<file path="src/dsg_pkg.sv">
// constants and carrier types for the deep-sleep peripheral clock gate controller
package dsg_pkg;
   localparam int          DSG_AW            = 10;
   localparam int          DSG_DW            = 32;
   localparam int          DSG_NGATE         = 20;
   // register byte offsets
   localparam logic [9:0]  DSG_OFF_RUN_CFG   = 10'h060;
   localparam logic [9:0]  DSG_OFF_RUN_GATE  = 10'h100;
   localparam logic [9:0]  DSG_OFF_SLP_GATE  = 10'h110;
   localparam logic [9:0]  DSG_OFF_DSL_GATE  = 10'h124;
   localparam logic [9:0]  DSG_OFF_IRQ_STAT  = 10'h130;
   localparam logic [9:0]  DSG_OFF_IRQ_MASK  = 10'h134;
   // field positions and event count
   localparam int          DSG_ACG_BIT       = 0;
   localparam int          DSG_EV_FAULT      = 0;
   localparam int          DSG_EV_MODE       = 1;
   localparam int          DSG_NEV           = 2;
   localparam int          DSG_TMR0_BIT      = 16;
   localparam int          DSG_TW0_BIT       = 12;
   localparam int          DSG_TW1_BIT       = 14;
   localparam int          DSG_SYNC_SERIAL_0_CLOCK_ENABLE_BIT      = 4;
   localparam int          DSG_ASYNC_SERIAL_0_CLOCK_ENABLE_BIT     = 0;
   // implemented gate and config bits; all others read as zero
   localparam logic [31:0] DSG_GATE_IMPL     = 32'h000F5037;
   localparam logic [31:0] DSG_CFG_IMPL      = 32'h00000001;
   // reset values and bus response codes
   localparam logic [31:0] DSG_GATE_RST      = 32'h00000000;
   localparam logic [31:0] DSG_CFG_RST       = 32'h00000000;
   localparam logic [1:0]  DSG_EV_RST        = 2'h0;
   localparam logic [1:0]  DSG_RSP_OKAY      = 2'h0;
   localparam logic [1:0]  DSG_RSP_SLVERR    = 2'h2;

   typedef enum logic [2:0] {
      DSG_MODE_RUN   = 3'h1,
      DSG_MODE_SLEEP = 3'h2,
      DSG_MODE_DEEP  = 3'h4
   } dsg_mode_t;

   typedef struct packed {
      logic              read;
      logic              write;
      logic [DSG_AW-1:0] address;
      logic [DSG_DW-1:0] writedata;
      logic [3:0]        byteenable;
   } dsg_bus_req_t;

   typedef struct packed {
      logic [DSG_DW-1:0] readdata;
      logic              waitrequest;
      logic [1:0]        response;
   } dsg_bus_rsp_t;

   typedef struct packed {
      logic       valid;
      logic [4:0] gate_bit;
   } dsg_unit_req_t;
endpackage

</file>
<file path="src/dsg_clock_gate.sv">
// peripheral clock gate controller with run, sleep and deep-sleep gate registers
//
// Design decision made here: register access over Avalon-MM.
module dsg_clock_gate
   import dsg_pkg::*;
(
   input  wire logic                  clk_sys,
   input  wire logic                  resetn,
   input  wire dsg_bus_req_t          bus_req,
   output dsg_bus_rsp_t               bus_rsp,
   input  wire logic                  sleep_req,
   input  wire logic                  deep_sleep_req,
   input  wire dsg_unit_req_t         unit_req,
   output logic                       unit_grant,
   output logic                       unit_fault,
   output logic [DSG_NGATE-1:0]       unit_clk_en,
   output dsg_mode_t                  power_mode,
   output logic                       irq
);
   dsg_bus_rsp_t          rsp_ff;
   logic [31:0]           run_gate_ff;
   logic [31:0]           slp_gate_ff;
   logic [31:0]           dsl_gate_ff;
   logic [31:0]           run_cfg_ff;
   logic [DSG_NEV-1:0]    ev_stat_ff;
   logic [DSG_NEV-1:0]    ev_mask_ff;
   logic [DSG_NGATE-1:0]  clk_en_ff;
   logic                  grant_ff;
   logic                  fault_ff;
   logic                  irq_ff;
   dsg_mode_t             mode_ff;
   dsg_mode_t             nxt_mode;
   logic [31:0]           nxt_gate;
   logic                  req;
   logic                  done;
   logic                  wr_run;
   logic                  wr_slp;
   logic                  wr_dsl;
   logic                  wr_cfg;
   logic                  wr_stat;
   logic                  wr_mask;
   logic [31:0]           bemask;
   logic                  auto_clock_gating_select;
   logic                  ev_fault;
   logic                  ev_mode;

   // merge write data into an old value under byte enables and an implemented-bit mask
   function automatic logic [31:0] dsg_merge(input logic [31:0] old_v,
                                             input logic [31:0] wd,
                                             input logic [31:0] bm,
                                             input logic [31:0] impl);
      dsg_merge = ((old_v & ~bm) | (wd & bm)) & impl;
   endfunction

   function automatic logic dsg_hit(input logic [DSG_AW-1:0] a);
      dsg_hit = (a == DSG_OFF_RUN_CFG)  || (a == DSG_OFF_RUN_GATE) ||
                (a == DSG_OFF_SLP_GATE) || (a == DSG_OFF_DSL_GATE) ||
                (a == DSG_OFF_IRQ_STAT) || (a == DSG_OFF_IRQ_MASK);
   endfunction

   assign req     = bus_req.read || bus_req.write;
   // transfer completes at the edge where waitrequest is sampled low
   assign done    = req && !rsp_ff.waitrequest;
   assign bemask  = {{8{bus_req.byteenable[3]}}, {8{bus_req.byteenable[2]}},
                     {8{bus_req.byteenable[1]}}, {8{bus_req.byteenable[0]}}};
   assign wr_run  = done && bus_req.write && (bus_req.address == DSG_OFF_RUN_GATE);
   assign wr_slp  = done && bus_req.write && (bus_req.address == DSG_OFF_SLP_GATE);
   assign wr_dsl  = done && bus_req.write && (bus_req.address == DSG_OFF_DSL_GATE);
   assign wr_cfg  = done && bus_req.write && (bus_req.address == DSG_OFF_RUN_CFG);
   assign wr_stat = done && bus_req.write && (bus_req.address == DSG_OFF_IRQ_STAT);
   assign wr_mask = done && bus_req.write && (bus_req.address == DSG_OFF_IRQ_MASK);
   assign auto_clock_gating_select     = run_cfg_ff[DSG_ACG_BIT];

   // one wait state on every access, so read data can come straight from a flop
   always_ff @(posedge clk_sys) begin
      if (!resetn) begin
         rsp_ff.waitrequest <= 1'b1;
         rsp_ff.readdata    <= 32'h00000000;
         rsp_ff.response    <= DSG_RSP_OKAY;
      end else if (req && rsp_ff.waitrequest) begin
         rsp_ff.waitrequest <= 1'b0;
         rsp_ff.response    <= dsg_hit(bus_req.address) ? DSG_RSP_OKAY : DSG_RSP_SLVERR;
         rsp_ff.readdata    <= 32'h00000000;
         if (bus_req.read) begin
            case (bus_req.address)
               DSG_OFF_RUN_CFG:  rsp_ff.readdata <= run_cfg_ff;
               DSG_OFF_RUN_GATE: rsp_ff.readdata <= run_gate_ff;
               DSG_OFF_SLP_GATE: rsp_ff.readdata <= slp_gate_ff;
               DSG_OFF_DSL_GATE: rsp_ff.readdata <= dsl_gate_ff;
               DSG_OFF_IRQ_STAT: rsp_ff.readdata <= {30'h00000000, ev_stat_ff};
               DSG_OFF_IRQ_MASK: rsp_ff.readdata <= {30'h00000000, ev_mask_ff};
               default:          rsp_ff.readdata <= 32'h00000000;
            endcase
         end
      end else begin
         rsp_ff.waitrequest <= 1'b1;
      end
   end

   // three gate registers of identical layout
   always_ff @(posedge clk_sys) begin
      if (!resetn) begin
         run_gate_ff <= DSG_GATE_RST;
         slp_gate_ff <= DSG_GATE_RST;
         dsl_gate_ff <= DSG_GATE_RST;
      end else begin
         if (wr_run) begin
            run_gate_ff <= dsg_merge(run_gate_ff, bus_req.writedata, bemask, DSG_GATE_IMPL);
         end
         if (wr_slp) begin
            slp_gate_ff <= dsg_merge(slp_gate_ff, bus_req.writedata, bemask, DSG_GATE_IMPL);
         end
         if (wr_dsl) begin
            // the impl mask keeps reserved bits at zero
            dsl_gate_ff <= dsg_merge(dsl_gate_ff, bus_req.writedata, bemask, DSG_GATE_IMPL);
         end
      end
   end

   always_ff @(posedge clk_sys) begin
      if (!resetn) begin
         run_cfg_ff <= DSG_CFG_RST;
      end else if (wr_cfg) begin
         run_cfg_ff <= dsg_merge(run_cfg_ff, bus_req.writedata, bemask, DSG_CFG_IMPL);
      end
   end

   // power mode tracks the core's requests; deep sleep takes priority over sleep
   always_comb begin
      nxt_mode = DSG_MODE_RUN;
      if (deep_sleep_req) begin
         nxt_mode = DSG_MODE_DEEP;
      end else if (sleep_req) begin
         nxt_mode = DSG_MODE_SLEEP;
      end
   end

   always_ff @(posedge clk_sys) begin
      if (!resetn) begin
         mode_ff <= DSG_MODE_RUN;
      end else begin
         mode_ff <= nxt_mode;
      end
   end

   // gate set selected by the current power mode and the auto gating bit (sleep and deep sleep use run gates when it is clear), applied next cycle
   always_comb begin
      nxt_gate = run_gate_ff;
      case (mode_ff)
         DSG_MODE_RUN:   nxt_gate = run_gate_ff;
         DSG_MODE_SLEEP: nxt_gate = auto_clock_gating_select ? slp_gate_ff : run_gate_ff;
         DSG_MODE_DEEP:  nxt_gate = auto_clock_gating_select ? dsl_gate_ff : run_gate_ff;
         default:        nxt_gate = run_gate_ff;
      endcase
   end

   // registered enables drive the unit clock gates, one cycle behind a change
   always_ff @(posedge clk_sys) begin
      if (!resetn) begin
         clk_en_ff <= DSG_GATE_RST[DSG_NGATE-1:0];
      end else begin
         clk_en_ff <= nxt_gate[DSG_NGATE-1:0];
      end
   end

   // unit access check uses the enables the unit really sees this cycle
   always_ff @(posedge clk_sys) begin
      if (!resetn) begin
         grant_ff <= 1'b0;
         fault_ff <= 1'b0;
      end else begin
         grant_ff <= unit_req.valid && (unit_req.gate_bit < 5'(DSG_NGATE)) &&
                     clk_en_ff[unit_req.gate_bit];
         fault_ff <= unit_req.valid && !((unit_req.gate_bit < 5'(DSG_NGATE)) &&
                     clk_en_ff[unit_req.gate_bit]);
      end
   end

   assign ev_fault = fault_ff;
   assign ev_mode  = (nxt_mode != mode_ff);

   // sticky events, a new event wins over a write-one clear in the same cycle
   always_ff @(posedge clk_sys) begin
      if (!resetn) begin
         ev_stat_ff <= DSG_EV_RST;
      end else begin
         ev_stat_ff[DSG_EV_FAULT] <= ev_fault ||
            (ev_stat_ff[DSG_EV_FAULT] && !(wr_stat && bus_req.byteenable[0] &&
             bus_req.writedata[DSG_EV_FAULT]));
         ev_stat_ff[DSG_EV_MODE]  <= ev_mode ||
            (ev_stat_ff[DSG_EV_MODE] && !(wr_stat && bus_req.byteenable[0] &&
             bus_req.writedata[DSG_EV_MODE]));
      end
   end

   always_ff @(posedge clk_sys) begin
      if (!resetn) begin
         ev_mask_ff <= DSG_EV_RST;
      end else if (wr_mask && bus_req.byteenable[0]) begin
         ev_mask_ff <= bus_req.writedata[DSG_NEV-1:0];
      end
   end

   always_ff @(posedge clk_sys) begin
      if (!resetn) begin
         irq_ff <= 1'b0;
      end else begin
         irq_ff <= |(ev_stat_ff & ev_mask_ff);
      end
   end

   assign bus_rsp     = rsp_ff;
   assign unit_grant  = grant_ff;
   assign unit_fault  = fault_ff;
   assign unit_clk_en = clk_en_ff;
   assign power_mode  = mode_ff;
   assign irq         = irq_ff;

   a_gate_applied: assert property (@(posedge clk_sys) disable iff (!resetn)
      (mode_ff == DSG_MODE_RUN) ##1 (mode_ff == DSG_MODE_RUN)
      |-> clk_en_ff == $past(run_gate_ff[DSG_NGATE-1:0]))
      else $error("unit clock enables do not follow the run gate register");

   a_gated_fault: assert property (@(posedge clk_sys) disable iff (!resetn)
      (unit_req.valid && (unit_req.gate_bit < 5'(DSG_NGATE)) && !clk_en_ff[unit_req.gate_bit])
      |=> (fault_ff && !grant_ff) ##1 ev_stat_ff[DSG_EV_FAULT])
      else $error("access to a gated unit did not fault");

   // looks one edge past each reset cycle, so no history before the first edge is needed
   a_reset_gated: assert property (@(posedge clk_sys)
      !resetn |=> (dsl_gate_ff == 32'h00000000) && (clk_en_ff == 20'h00000))
      else $error("deep sleep gate not cleared by reset");

   a_regs_separate: assert property (@(posedge clk_sys) disable iff (!resetn)
      wr_slp |=> $stable(dsl_gate_ff) && $stable(run_gate_ff))
      else $error("sleep gate write disturbed another gate register");

   a_sleep_acg: assert property (@(posedge clk_sys) disable iff (!resetn)
      (mode_ff == DSG_MODE_SLEEP && auto_clock_gating_select) |=> clk_en_ff == $past(slp_gate_ff[DSG_NGATE-1:0]))
      else $error("sleep gate not applied with automatic gating");

   a_timer_bits: assert property (@(posedge clk_sys) disable iff (!resetn)
      (wr_dsl && bus_req.byteenable[2]) |=> dsl_gate_ff[19:16] == $past(bus_req.writedata[19:16]))
      else $error("timer enables not stored at bits 19 to 16");

   a_reserved_zero: assert property (@(posedge clk_sys) disable iff (!resetn)
      ((dsl_gate_ff & ~DSG_GATE_IMPL) == 32'h00000000) &&
      (!(done && bus_req.read && bus_req.address == DSG_OFF_DSL_GATE) ||
       rsp_ff.readdata[31:20] == 12'h000))
      else $error("reserved deep sleep gate bit not zero");

   a_two_wire_bits: assert property (@(posedge clk_sys) disable iff (!resetn)
      (wr_dsl && bus_req.byteenable[1]) |=> dsl_gate_ff[15:12] ==
      ($past(bus_req.writedata[15:12]) & 4'h5))
      else $error("two-wire enables misplaced");

   a_serial_bits: assert property (@(posedge clk_sys) disable iff (!resetn)
      (wr_dsl && bus_req.byteenable[0]) |=> dsl_gate_ff[11:4] ==
      {6'h00, $past(bus_req.writedata[5:4])})
      else $error("sync serial enables misplaced");

   a_async_bits: assert property (@(posedge clk_sys) disable iff (!resetn)
      (wr_dsl && bus_req.byteenable[0]) |=> dsl_gate_ff[3:0] ==
      {1'b0, $past(bus_req.writedata[2:0])})
      else $error("async serial enables misplaced");

   a_deep_no_acg: assert property (@(posedge clk_sys) disable iff (!resetn)
      (mode_ff == DSG_MODE_DEEP && !auto_clock_gating_select) |=> clk_en_ff == $past(run_gate_ff[DSG_NGATE-1:0]))
      else $error("deep sleep without automatic gating left run settings");

   a_irq_level: assert property (@(posedge clk_sys) disable iff (!resetn)
      irq_ff == $past(|(ev_stat_ff & ev_mask_ff)))
      else $error("interrupt does not reflect masked status");
endmodule

</file>
<file path="config.mk">
export PLATFORM = sky130hd
export DESIGN_NAME = dsg_clock_gate
export DESIGN_NICKNAME = d
export VERILOG_FILES = /design/src/dsg_pkg.sv /design/src/dsg_clock_gate.sv
export SDC_FILE = /design/constraint.sdc
export NUM_CORES = 1
export LEC_CHECK = 0
export ABC_AREA = 1
export BUFFER_PORTS_ARGS = -buffer_cell sky130_fd_sc_hd__clkbuf_2
export CORE_ASPECT_RATIO = 1.2
export CORE_UTILIZATION = 46
export DETAILED_ROUTE_END_ITERATION = 12
export PLACE_DENSITY = 0.8
export SLEW_MARGIN = 20
export SYNTH_ARGS = -nofsm -noshare
export SYNTH_HDL_FRONTEND = slang
export SYNTH_SLANG_ARGS = --single-unit
</file>
<file path="constraint.sdc">
create_clock -name clk_sys -period 1.1 [get_ports clk_sys]
set_input_delay 0.165 -clock clk_sys [delete_from_list [all_inputs] [get_ports clk_sys]]
set_output_delay 0.165 -clock clk_sys [all_outputs]
set_load 0.02 [all_outputs]
</file>
# == Word-level counts from Yosys, hierarchy flattened ==
# Cells that the tools add are included.
# W data, S select, Z words.
# word_totals
register_bits,99
latch_bits,0
mem_bits_rw,0
rom_bits,0
in_bits,58
output_inout_bits,61
elab_cells,79
n_memories,0
# op_classes
add_sub_neg,0
n_mul,0
n_div,0
magnitude_cmp,2
eq_ne,9
shift,0
n_mux,11
bitwise_logic,11
n_reduce_logical,32
# ops
op,n
$pmux W20 S6,1
$and A20 B20 Y20,4
$or A20 B20 Y20,3
$eq A10 B9 Y1 const B,5
$mux W20,2
$pmux W20 S2,1
$mux W32,1
$not A20 Y20,1
$logic_and A1 B1 Y1,19
$eq A10 B7 Y1 const B,1
$logic_or A1 B1 Y1,8
$lt A5 B6 Y1 const B,1
$bmux W1 S5,1
$lt A5 B5 Y1 const B,1
$logic_not A1 Y1,4
$mux W2,2
$eq A3 B2 Y1 const B,1
$eq A3 B3 Y1 const B,1
$mux W3,1
$ne A3 B3 Y1,1
$and A2 B2 Y2,1
$mux W1,2
$reduce_or A2 Y1,1
$and A1 B1 Y1,1
$or A1 B1 Y1,1

# == Depth between registers and ports, before layout ==
# logic_depth
ltp_word,9
depth_mapped,10

# == Least setup slack after synthesis ==
# OpenSTA, ideal clock, no wires.
# synth_path
path_kind,register -> register
from,"reg mode_ff[1], in the netlist power_mode[1]"
to,"reg clk_en_ff[12], in the netlist unit_clk_en[12]"
t_arrival_ns,1.246
slack_ns,-0.273
path_stages_with_launch,8
path_buffers,0
synth_period_minus_slack_ns,1.373
path_cell_list,dfxtp_1 > inv_1 > nor3_1 > inv_1 > nand2_1 > nor2_1 > a221oi_1 > nor2_1
# synth_between
elab_chain_len,2
word_cells_on_any_way,3
cone_classes,eq/ne (2); mux (1)
# synth_rtl
item,line_no,rtl
start: declaration,dsg_clock_gate.sv:31,dsg_mode_t mode_ff;
start signal: assignment,dsg_clock_gate.sv:142,mode_ff <= nxt_mode;
$eq A3 B3 Y1 or $eq A3 B2 Y1 (tied branches),dsg_clock_gate.sv:149,case (mode_ff)
$pmux W20 S2 (*),dsg_clock_gate.sv:149,
end signal: assignment,dsg_clock_gate.sv:160,clk_en_ff <= DSG_GATE_RST[DSG_NGATE-1:0];
end signal: assignment,dsg_clock_gate.sv:162,clk_en_ff <= nxt_gate[DSG_NGATE-1:0];
end: declaration,dsg_clock_gate.sv:27,logic [DSG_NGATE-1:0] clk_en_ff;
# Mark *: on every way between the ends. The rest lies on a longest branch, timed or not.
# A chain may end at the register's enable or synchronous reset.

==> out/qor.csv <==
stage,metric,value,unit
setup_path,"Data arrival, critical path",1.53,ns
worst_hold_path,worst hold path type,in -> reg,
die,Core Region,7360,µm²
sta,"Hold Violations, Final",0,
setup_path,critical path class,reg -> reg,
setup_path,Setup crit end kind,flip-flop,
die,Die X,82.3,µm
final_layout,"most common cell after layout, fill and taps aside",nand2_1,
place,dpl hpwl,7.03,mm
place,# port buffers,65,
sta,Max Clock Freq,773,MHz
sta,Setup TNS Final,-5.24,ns
die,I/O pin count,119,
synth,average size of a mapped cell,7.13,µm²
sta,min setup slack post-route,-0.193,ns
routing,drt first-iter violations,474,
setup_path,CP max stage delay,0.33,ns
global_route,vias in the first global route,3468,
clock_network,root buffer cell,clkbuf_8,
die,chip height,98.4,µm
setup_path,"delay-heaviest family, CP",simple AND/OR/NAND/NOR gates,
routing,DRC violations left,0,
clock_network,CTS Sinks,68,
routing,drt pass-1 iters,6,
setup_path,R2R setup slack,-0.19,ns
final_layout,"commonest non-fill, non-tap cells in the layout","67 x nand2_1, 60 x dfxtp_1, 60 x clkbuf_2",
sta,Hold WS,0.0467,ns
sta,clock skew,0.00770,ns
synth,Netlist cell types,31,
setup_path,Worst setup SP type,flip-flop,
clock_network,H-tree levels,3,
global_route,largest net degree at the start of global routing,27,
global_route,Total GRT Usage,25.5,%
sta,minimum clock period,1.29,ns
setup_path,WP buf/inv,2,
pwr,pwr/cell area,1080,nW/µm²
synth,Cells after Synth,499,
die,die area,8100,µm²
setup_path,worst-path cell chain,"inv_2, nand2_4, nor2_4, buf_6, nand2_8, o21ai_2, a21oi_1",
final_layout,area growth from synthesis to layout,41.3,%
final_layout,Antenna Cells,0,
sta,final slew viol count,0,
pwr,static leakage,2.08,nW
sta,fin crit share,118,%
global_route,global route total overflow,0,
clock_network,TritonCTS Buffers,9,
clock_network,"Hold-fix buffers, CTS",0,
synth,Ys Warns,0,
pwr,peak supply drop,1180,µV
final_layout,layout cells sized above 1,42.8,%
routing,WL/cell,17.0,µm
clock_network,number of buffers on the longest clock path,2,
final_layout,nets@finish,659,
clock_network,Clock transition at path regs,0.07,ns
setup_path,Worst path slowest cell,dfxtp_2,
routing,vias per inst,5.65,
setup_path,Worst Reg-to-Reg Cells,7,
synth,sequential area share after synthesis,38.2,%
routing,Detail Route Antenna Nets,0,
global_route,antenna violations before repair,0,
setup_path,crit-path max FO,5,
clock_network,CTS tree,done,
synth,summed instance area of the synthesized netlist,3560,µm²
sta,final setup vio count,53,
flow_run,Max Cap Viol,0,
setup_path,RR Startpoint,bus_rsp[2],
synth,"FF+latch count, synth",68,
routing,vias,3925,
die,Initial Utilization,48.4,%
clock_network,Clock Latency Late Sink,0.35,ns
worst_hold_path,min-delay src,deep_sleep_req,
die,cell row count,34,
routing,drt total wl,11.8,mm
run_status,violated checks,setup timing,
final_layout,Fillers,550,
setup_path,Crit. path cell count,7,
sta,setup repair after global routing missed its margin,yes,
setup_path,CP startpoint,bus_rsp[2],
run_status,status,finished with violations,
global_route,first-pass GRT wire length,15.5,mm
place,global placement routability congestion,0.844,
setup_path,Worst Path Required,1.34,ns
==> worst min-delay path by stage <==
stage | endpoint | cells past startpoint
2_1_floorplan | power_mode[2] | 2
3_3_place_gp | power_mode[2] | 3
3_5_place_dp | power_mode[2] | 3
4_1_cts | unit_fault | 3
5_1_grt | power_mode[2] | 3
6_report | power_mode[2] | 3
==> routing by layer <==
| layer | vias to the layer above | wire length, µm | global-route usage, % |
|---|---|---|---|
| met5 | - | 0 | 0 |
| met4 | 0 | 646 | 15.7 |
| met3 | 55 | 1090 | 5.42 |
| met2 | 267 | 5880 | 42.4 |
| met1 | 1800 | 4170 | 29.1 |
| li1 | 1803 | - | - |
==> layout make-up <==
cell class | count | area [µm²] | share of cell area (%)
repair buffers | 101 | 721 | 14.3
multi-input cells | 355 | 2350 | 46.8
well taps | 90 | 113 | 2.24
clock inverters | 1 | 30.0 | 0.597
inverters | 66 | 260 | 5.18
flip-flops and latches | 68 | 1380 | 27.4
clock buffers | 14 | 173 | 3.43
==> through the flow <==
step	std cells	total power [mW]	utilization [%]	cell area, µm²	setup slack, ns
floorplan	529	2.95	-	3710	-0.0827
global placement	664	3.09	55.5	4080	-0.368
detailed placement	664	3.10	55.5	4080	-0.411
CTS	686	5.26	61.2	4500	-0.124
global route	695	5.58	68.3	5030	-0.223
finish	695	5.41	68.3	5030	-0.193
==> Yosys cell counts (all sizes together) <==
master | count | area share (%)
clkinv | 2 | 0.21
o2111ai | 1 | 0.25
inv | 64 | 6.7
nand2 | 94 | 11
dfxtp | 68 | 38
conb | 1 | 0.11
o211ai | 10 | 2.1
o21ai | 67 | 9.5
o22ai | 1 | 0.18
buf | 31 | 6.5
nor2 | 54 | 8.2
a221oi | 9 | 2.2
a31oi | 3 | 0.53
or2 | 2 | 0.35
nand4 | 1 | 0.18
nor3 | 3 | 0.88
nand3 | 23 | 4.0
a21oi | 52 | 7.3
clkbuf | 13 | 1.4
==> repair_timing <==
action,in CTS,in global routing
pin swaps,12,33
gates cloned,1,3
resized for setup,44,128
setup endpoints to repair,63,66
setup buffers,6,6
==> cells by family after synthesis <==
group,share of synthesized area (%)
compound gates,22.1
buf+inv,14.9
flops,38.2
other cells,0.105
simple gates,24.7
==> worst min-delay path, delay by kind of cell <==
family	cells	cell delay (ns)
simple gates	1	0.06
buf+inv	2	0.14
==> report_power, final <==
part	internal, mW	switching [mW]
registers	2.48	0.0209
logic	0.253	0.495
clock network	1.22	0.942
Power figures use the tool's default switching activity.
